==> src/shared/twi_pkg.sv <==
// Shared types and constants for the two-wire register slave
//
// Overview of operation
// RQ1: Strap selects serial port or parallel port
// RQ2: Serial clock works up to 400 kHz
// RQ3: Device is slave only, never starts transfers
// RQ4: SDA falling while SCL high means START
// RQ5: SDA rising while SCL high means STOP
// RQ6: SDA stable through SCL high; sample then
// RQ7: SDA change during SCL high is control
// RQ8: SCL input only; SDA pulled low or released
// RQ9: Eight-bit bytes, each followed by acknowledge
// RQ10: Acknowledge holds SDA low through clock high
// RQ11: Read/write bit zero marks a write
// RQ12: Word address loads counter, then acknowledged
// RQ13: Write data bytes stored and acknowledged; when the write buffer is full the code drops the byte and nacks it
// RQ14: Master ends write with STOP
// RQ15: Counter increments after each written byte
// RQ16: Read/write bit one marks a read
// RQ17: Master sets address with write phase first
// RQ18: Master repeats START then reads
// RQ19: Acknowledge read address, shift out register
// RQ20: Master acknowledge requests another byte
// RQ21: Master nack plus STOP ends read
// RQ22: Foreign address not acknowledged; wait START
// RQ23: Counter increments after each sent byte
// RQ24: Seven address bits, then R/W, MSB first
package twi_pkg;

	// ------------------------------------------------------------
	// Timing
	// ------------------------------------------------------------
	localparam int SYS_CLK_KHZ   = 250000;
	localparam int SCL_MAX_KHZ   = 400;
	localparam int SCL_PERIOD_CYC = SYS_CLK_KHZ / SCL_MAX_KHZ;

	// ------------------------------------------------------------
	// Counts and defaults
	// ------------------------------------------------------------
	localparam logic [3:0] BYTE_BITS   = 4'h8;
	localparam logic [3:0] TX_LAST_BIT = 4'h7;
	localparam logic [6:0] OWN_ADDR_DEF = 7'h2c; // Arbitrary value

	// ------------------------------------------------------------
	// Types
	// ------------------------------------------------------------
	typedef enum logic [2:0] {
		ST_IDLE  = 3'b000,
		ST_RX    = 3'b001,
		ST_RXACK = 3'b010,
		ST_TX    = 3'b011,
		ST_TXACK = 3'b100
	} link_st_e;

	typedef enum logic [1:0] {
		SG_DEV  = 2'b00,
		SG_WORD = 2'b01,
		SG_DATA = 2'b10
	} stage_e;

	typedef struct packed {
		logic [7:0] addr;
		logic [7:0] data;
	} wr_req_s;

	typedef struct packed {
		logic [1:0] scl_sy;
		logic [1:0] sda_sy;
		logic [1:0] sel_sy;
		logic       scl_d;
		logic       sda_d;
		link_st_e   st;
		stage_e     stage;
		logic [7:0] shreg;
		logic [3:0] cnt;
		logic       rw;
		logic       acked;
		logic       mack;
		logic [7:0] ptr;
		logic       oe_n;
		logic       push;
		wr_req_s    req;
	} link_s;

	typedef struct packed {
		wr_req_s head;
		logic    head_v;
		wr_req_s tail;
		logic    tail_v;
	} buf_s;

	localparam link_s LINK_RST = '{
		scl_sy: 2'h3, sda_sy: 2'h3, sel_sy: 2'h0, scl_d: 1'b1,
		sda_d: 1'b1, st: ST_IDLE, stage: SG_DEV, shreg: 8'h00,
		cnt: 4'h0, rw: 1'b0, acked: 1'b0, mack: 1'b0, ptr: 8'h00,
		oe_n: 1'b1, push: 1'b0, req: 16'h0000};
	localparam buf_s BUF_RST = '0;

endpackage : twi_pkg

==> src/core/twi_wr_buf.sv <==
// Two-entry write buffer between the serial slave and the register file
`timescale 1ns/100ps
module twi_wr_buf
	import twi_pkg::*;
(
	// Clock and reset
	input  wire logic    sys_clk,
	input  wire logic    rst,
	// Fill side
	input  wire logic    in_valid,
	input  wire wr_req_s in_req,
	output logic         in_ready,
	// Drain side
	output logic         out_valid,
	output wr_req_s      out_req,
	input  wire logic    out_ready
);

	buf_s r;
	buf_s n;
	logic push;
	logic pop;

	assign push      = in_valid & ~r.tail_v;
	assign pop       = r.head_v & out_ready;
	assign in_ready  = ~r.tail_v;
	assign out_valid = r.head_v;
	assign out_req   = r.head;

	// ------------------------------------------------------------
	// Next state
	// ------------------------------------------------------------
	always_comb begin
		n = r;
		if (pop) begin
			n.head_v = 1'b0;
		end
		// Keep order: the older tail word moves up first
		if (!n.head_v && r.tail_v) begin
			n.head   = r.tail;
			n.head_v = 1'b1;
			n.tail_v = 1'b0;
		end
		if (push) begin // [RQ13]
			if (!n.head_v) begin
				n.head   = in_req;
				n.head_v = 1'b1;
			end else begin
				n.tail   = in_req;
				n.tail_v = 1'b1;
			end
		end
	end

	always_ff @(posedge sys_clk) begin
		if (rst) begin
			r <= BUF_RST;
		end else begin
			r <= n;
		end
	end
endmodule : twi_wr_buf

==> src/core/two_wire_register_slave.sv <==
// Two-wire serial slave port reaching the internal register file
`timescale 1ns/100ps
module two_wire_register_slave
	import twi_pkg::*;
#(
	parameter logic [6:0] OWN_ADDR = OWN_ADDR_DEF
)(
	// Clock and reset
	input  wire logic       sys_clk,
	input  wire logic       rst,
	// Serial pins
	input  wire logic       scl_in,
	input  wire logic       sda_in,
	output logic            sda_out,
	output logic            sda_oe_n,
	// Port strap, high selects the serial port
	input  wire logic       port_select_strap,
	// Register write stream
	output logic            wr_valid,
	output wr_req_s         wr_req,
	input  wire logic       wr_ready,
	// Register read port
	output logic [7:0]      rd_addr,
	input  wire logic [7:0] rd_data
);

	link_s r;
	link_s n;
	logic  scl_s;
	logic  sda_s;
	logic  serial;
	logic  scl_rise;
	logic  scl_fall;
	logic  start_ev;
	logic  stop_ev;
	logic  buf_ready;

	// ------------------------------------------------------------
	// Bus event decode
	// ------------------------------------------------------------
	// Second synchroniser stage only; first stage feeds nothing else
	assign scl_s    = r.scl_sy[1];
	assign sda_s    = r.sda_sy[1];
	assign serial   = r.sel_sy[1];
	assign scl_rise = scl_s & ~r.scl_d;
	assign scl_fall = ~scl_s & r.scl_d;
	// SDA edges under a high clock are control, never data
	assign start_ev = scl_s & r.scl_d & r.sda_d & ~sda_s; // [RQ4] [RQ7]
	assign stop_ev  = scl_s & r.scl_d & ~r.sda_d & sda_s; // [RQ5] [RQ7]

	// ------------------------------------------------------------
	// Outputs
	// ------------------------------------------------------------
	// Open-drain: only ever pulls low, SCL is never driven
	assign sda_out  = 1'b0; // [RQ8]
	assign sda_oe_n = r.oe_n;
	assign rd_addr  = r.ptr;

	// ------------------------------------------------------------
	// Protocol engine
	// ------------------------------------------------------------
	always_comb begin
		n = r;
		n.push = 1'b0;
		// Oversampled at 250 MHz, far above any 400 kHz clock
		n.scl_sy = {r.scl_sy[0], scl_in}; // [RQ2]
		n.sda_sy = {r.sda_sy[0], sda_in};
		n.sel_sy = {r.sel_sy[0], port_select_strap};
		n.scl_d  = scl_s;
		n.sda_d  = sda_s;

		if (!serial) begin
			// Parallel port owns the registers
			n.st   = ST_IDLE; // [RQ1]
			n.oe_n = 1'b1;
		end else if (stop_ev) begin
			n.st   = ST_IDLE; // [RQ5] [RQ14] [RQ21]
			n.oe_n = 1'b1;
		end else if (start_ev) begin
			// Repeated START lands here too, keeping the counter
			n.st    = ST_RX; // [RQ4] [RQ18]
			n.stage = SG_DEV;
			n.cnt   = 4'h0;
			n.oe_n  = 1'b1;
		end else begin
			case (r.st)
			ST_IDLE: begin
				// Waits here for a START; never drives the bus
				n.oe_n = 1'b1; // [RQ3] [RQ22]
			end
			ST_RX: begin
				if (scl_rise && r.cnt != BYTE_BITS) begin
					// Sampled in the high phase, MSB first
					n.shreg = {r.shreg[6:0], sda_s}; // [RQ6] [RQ24]
					n.cnt   = r.cnt + 4'h1;
				end else if (scl_fall && r.cnt == BYTE_BITS) begin
					n.st  = ST_RXACK; // [RQ9]
					n.cnt = 4'h0;
					case (r.stage)
					SG_DEV: begin
						n.acked = (r.shreg[7:1] == OWN_ADDR); // [RQ22]
						n.rw    = r.shreg[0]; // [RQ11] [RQ16]
					end
					SG_WORD: begin
						n.acked = 1'b1;
						n.ptr   = r.shreg; // [RQ12] [RQ17]
					end
					default: begin
						// Full buffer: byte refused with a nack
						n.acked = buf_ready;
						if (buf_ready) begin
							n.push = 1'b1; // [RQ13]
							n.req  = '{addr: r.ptr, data: r.shreg};
							n.ptr  = r.ptr + 8'h01; // [RQ15]
						end
					end
					endcase
					n.oe_n = ~n.acked; // [RQ10]
				end
			end
			ST_RXACK: begin
				// Held low from fall to fall spans the whole high phase
				if (scl_fall) begin
					if (!r.acked) begin
						n.st   = ST_IDLE; // [RQ22]
						n.oe_n = 1'b1;
					end else if (r.stage == SG_DEV && r.rw) begin
						n.st    = ST_TX; // [RQ19]
						n.shreg = rd_data;
						n.cnt   = 4'h0;
						n.oe_n  = rd_data[7];
					end else begin
						n.st    = ST_RX;
						n.stage = (r.stage == SG_DEV) ? SG_WORD : SG_DATA;
						n.oe_n  = 1'b1;
					end
				end
			end
			ST_TX: begin
				if (scl_fall) begin
					if (r.cnt == TX_LAST_BIT) begin
						n.st   = ST_TXACK;
						n.oe_n = 1'b1;
						n.ptr  = r.ptr + 8'h01; // [RQ23]
					end else begin
						n.shreg = {r.shreg[6:0], 1'b0};
						n.oe_n  = r.shreg[6]; // [RQ8] [RQ19]
						n.cnt   = r.cnt + 4'h1;
					end
				end
			end
			ST_TXACK: begin
				if (scl_rise) begin
					n.mack = ~sda_s;
				end else if (scl_fall) begin
					if (r.mack) begin
						n.st    = ST_TX; // [RQ20]
						n.shreg = rd_data;
						n.cnt   = 4'h0;
						n.oe_n  = rd_data[7];
					end else begin
						// Master nack: release and wait for STOP
						n.st   = ST_IDLE; // [RQ21]
						n.oe_n = 1'b1;
					end
				end
			end
			default: begin
				n.st   = ST_IDLE;
				n.oe_n = 1'b1;
			end
			endcase
		end
	end

	always_ff @(posedge sys_clk) begin
		if (rst) begin
			r <= LINK_RST;
		end else begin
			r <= n;
		end
	end

	// ------------------------------------------------------------
	// Write buffer
	// ------------------------------------------------------------
	twi_wr_buf u_wr_buf (
		.sys_clk   (sys_clk),
		.rst       (rst),
		.in_valid  (r.push),
		.in_req    (r.req),
		.in_ready  (buf_ready),
		.out_valid (wr_valid),
		.out_req   (wr_req),
		.out_ready (wr_ready)
	);
endmodule : two_wire_register_slave

==> config.mk <==
export PLATFORM = sky130hd
export DESIGN_NAME = two_wire_register_slave
export DESIGN_NICKNAME = d
export VERILOG_FILES = /design/src/shared/twi_pkg.sv /design/src/core/twi_wr_buf.sv /design/src/core/two_wire_register_slave.sv
export SDC_FILE = /design/constraint.sdc
export NUM_CORES = 1
export LEC_CHECK = 0
export BUFFER_PORTS_ARGS = -buffer_cell sky130_fd_sc_hd__buf_2
export CORE_ASPECT_RATIO = 0.9
export CORE_MARGIN = 10
export CORE_UTILIZATION = 52
export CTS_BUF_LIST = sky130_fd_sc_hd__clkbuf_8
export CTS_CLUSTER_SIZE = 24
export DETAILED_ROUTE_END_ITERATION = 6
export PLACE_DENSITY = 0.71
export SYNTH_ARGS = -nofsm -noshare
export SYNTH_HDL_FRONTEND = slang
export SYNTH_SLANG_ARGS = --single-unit
==> constraint.sdc <==
create_clock -name sys_clk -period 2.2 [get_ports sys_clk]
set_input_delay 0.33 -clock sys_clk [delete_from_list [all_inputs] [get_ports sys_clk]]
set_output_delay 0.33 -clock sys_clk [all_outputs]
set_load 0.01 [all_outputs]
==> out/results.tsv <==
metric	value	unit
status	completed	
setup TNS	0	ps
FF-to-FF End	rd_addr[2]	
Top Ports	41	
maximum capacitance violations	0	
DR vias	3769	
worst slack, placed	24.91	ps
Post-synth EDFFs	0	
final worst-path cycle share	0.9566	
global-route wire length before repair	17820	um
drt wl/cell	16.31	um
Worst-path clk slew	90	ps
Hold Slack	148.3	ps
Die Wd	117.6	um
number of global-route vias before repair	3649	
Num CTS Buffers	9	
GRT Total Usage	0.1652	
initial antenna violation count	0	
top_reg_cell synth	dfxtp_1	
clock latency on the worst-skew pair	360	ps
worst vdd ir	0.3540	mV
max incr delay on CP	540	ps
detailed-route wire length	10810	um
PortBufs	39	
Die Y	107.8	um
Post-Syn Area	4457	um2
RSZ-0062 raised after global routing	false	
Final ANT Viol Nets	0	
area share of and/or/nand/nor cells after synthesis	0.2538	
area grow syn2layout	7.945	%
max-slew violation count	0	
R2R cell count	7	
nature of the critical path startpoint	flip-flop	
crit-path cells	inv_1 > ha_1 > and3b_1 > nand2_1 > nor3_1 > a22oi_1 > a211oi_1	
Net Count, Synth	546	
maximum root-to-sink buffer count	2	
Syn Inst Count	529	
initial drt markers	260	
main combinational cell family by area after synthesis	simple AND/OR/NAND/NOR gates	
adder-cell area share of the yosys netlist	0.008422	
Top Metal Used	met4	
Initial Util	0.5446	
clk_skew	13.92	ps
worst reg2reg setup slack	100	ps
mux cell area share after synthesis	0.03200	
Synth Warn #	0	
Setup CP Type	flip-flop to flip-flop	
largest net degree at the start of global routing	89	
drt via density	5.685	
TritonCTS Sinks	88	
H-tree depth	3	
asr flop ratio synth	0	
std cell rows	31	
Max Clock Freq	0.4752	GHz
Post-layout nets	560	
Slew @ Worst Pin	581.6	ps
post-synthesis xor/xnor area fraction	0.003930	
drt drc	0	
GP Congestion	0.8745	
sequential share of the synthesized area	0.3953	
First-pass DRT Iterations	5	
Slowest-stage cell, CP	nor3_1	
DIE AREA	12680	um2
hold path start	sda_in	
WP data arrival	2380	ps
Critical Path Fanout Max	6	
Final setup viols	0	
Filler cells	764	
final critical-path required period	2105	ps
number of diodes	0	
flip-flop and latch count after synthesis	88	
final hold vios	0	
Worst EP required	2470	ps
Compound-Gate Fraction of Synth Area	0.2131	
Cell Pwr Density	566.5	nW/um2
WL met1	5100	um
RR Startpoint	r[29]	
share of cells above drive strength 1	0.2354	
HP Class	input port to flip-flop	
relative slew slack	0.6093	
GR Overflow Total	0	
core area	8184	um2
hold path depth	2	
met3 wire len	524	um
final worst setup slack	95.43	ps
Cell variety after synth	67	
DP HPWL	7542	um
met2 routed wirelength	5067	um
Avg Inst Size Synth	8.425	um2
leak pwr	1.713	nW
TritonCTS clock tree	yes	
Worst Hold Endpoint	n[51]	
CP Capture Type	flip-flop	
root buf cell	clkbuf_8	
==> per-layer routing <==
metal,global-route usage,vias up
li1,-,1888
met1,0.2133,1792
met2,0.2741,80
met3,0.03618,9
met4,0.04233,0
met5,0,-
==> registers in the layout (all words and copies together), names as in the netlist <==
name	count
rd_addr	8
u_wr_buf.out_valid	1
sda_oe_n	1
u_wr_buf.r	17
u_wr_buf.out_req	16
r	40
n	5
==> logic make-up after synthesis <==
group | Yosys count
adders and majority gates | 3
other | 1
muxes | 14
AOI/OAI and AO/OA | 132
buffers and inverters | 69
DFF | 88
xor gates and xnor gates | 2
and+or+nand+nor | 220
==> worst max-delay path, delay by kind of cell (launching register included) <==
kind                     cells  cell delay (ps)
buffers and inverters        1               80
AO/OA/AOI/OAI                2              460
AND/OR/NAND/NOR              3              970
flip-flops                   1              340
adder cells (fa/ha/maj)      1              170
==> through the flow <==
step / util / cell area (um2) / std cells / power [W]
floorplan: - / 4457 / 529 / 0.001694
finish: 0.5878 / 4811 / 663 / 0.002725
detailed placement: 0.5628 / 4606 / 646 / 0.001723
global placement: 0.5628 / 4606 / 646 / 0.001721
global route: 0.5878 / 4811 / 663 / 0.002812
CTS: 0.5849 / 4787 / 662 / 0.002744
==> timing repair <==
action | 4_1_cts | 5_1_grt
buffers inserted | 0 | 1
resized for setup | 0 | 8
endpoints found under the setup margin | 0 | 14
hold buffers | 0 | 0
==> layout by cell type (no fill, tap or decap), types with 9 or more instances in the layout <==
master,synthesis,layout
a21oi_1,49,49
a21oi_2,11,11
a311oi_1,24,24
buf_2,8,39
buf_4,28,24
clkbuf_8,0,10
dfxtp_1,88,85
inv_1,8,9
mux2i_1,12,12
nand2_1,80,80
nand2_2,10,10
nand3_1,22,22
nor2_1,39,39
==> synth_stat cells, types with 3 or more instances <==
library cell   n  area, um2
a211oi_1       7      52.55
a21oi_1       49      245.2
a21oi_2       11      96.34
a22oi_1        6      45.04
a311oi_1      24      210.2
and3b_1        3      26.28
buf_2          8      40.04
buf_4         28      210.2
buf_6          3      33.78
clkbuf_1      20      75.07
dfxtp_1       88       1762
ha_1           3      37.54
inv_1          8      30.03
mux2i_1       12      120.1
nand2_1       80      300.3
nand2_2       10      62.56
nand2b_1       7      43.79
nand3_1       22      110.1
nand3b_1       4      30.03
nand4_1        4      25.02
nor2_1        39      146.4
nor2b_1        8      50.05
nor3_1         8      40.04
nor4_1         3      18.77
o21ai_0        9      45.04
or2_2          8      50.05
==> report_power, final <==
group	switching [W]	internal (W)
sequential	0.00000537	0.00160
clock	0.000595	0.000443
combinational	0.0000549	0.0000289
==> how the worst max path moves through the flow <==
stage / cells after the start / startpoint / slack (ps) / to
floorplan: 9 / r[29] / 260 / r[10]
global placement: 5 / r[45] / 130 / r[30]
detailed placement: 5 / r[45] / 20 / r[32]
CTS: 5 / r[45] / 3 / r[32]
global route: 7 / r[29] / 40 / r[32]
finish: 7 / r[29] / 100 / rd_addr[2]
==> cell type report <==
type | instances | area, um2 | area share
Inverter | 8 | 30.03 | 0.006242
Clock buffer | 10 | 137.6 | 0.02861
Multi-Input combinational cell | 372 | 2295 | 0.4770
Sequential cell | 88 | 1765 | 0.3670
Tap cell | 115 | 143.9 | 0.02991
Timing Repair Buffer | 64 | 395.4 | 0.08218
Clock inverter | 6 | 43.79 | 0.009103
Power figures use the tool's default switching activity.
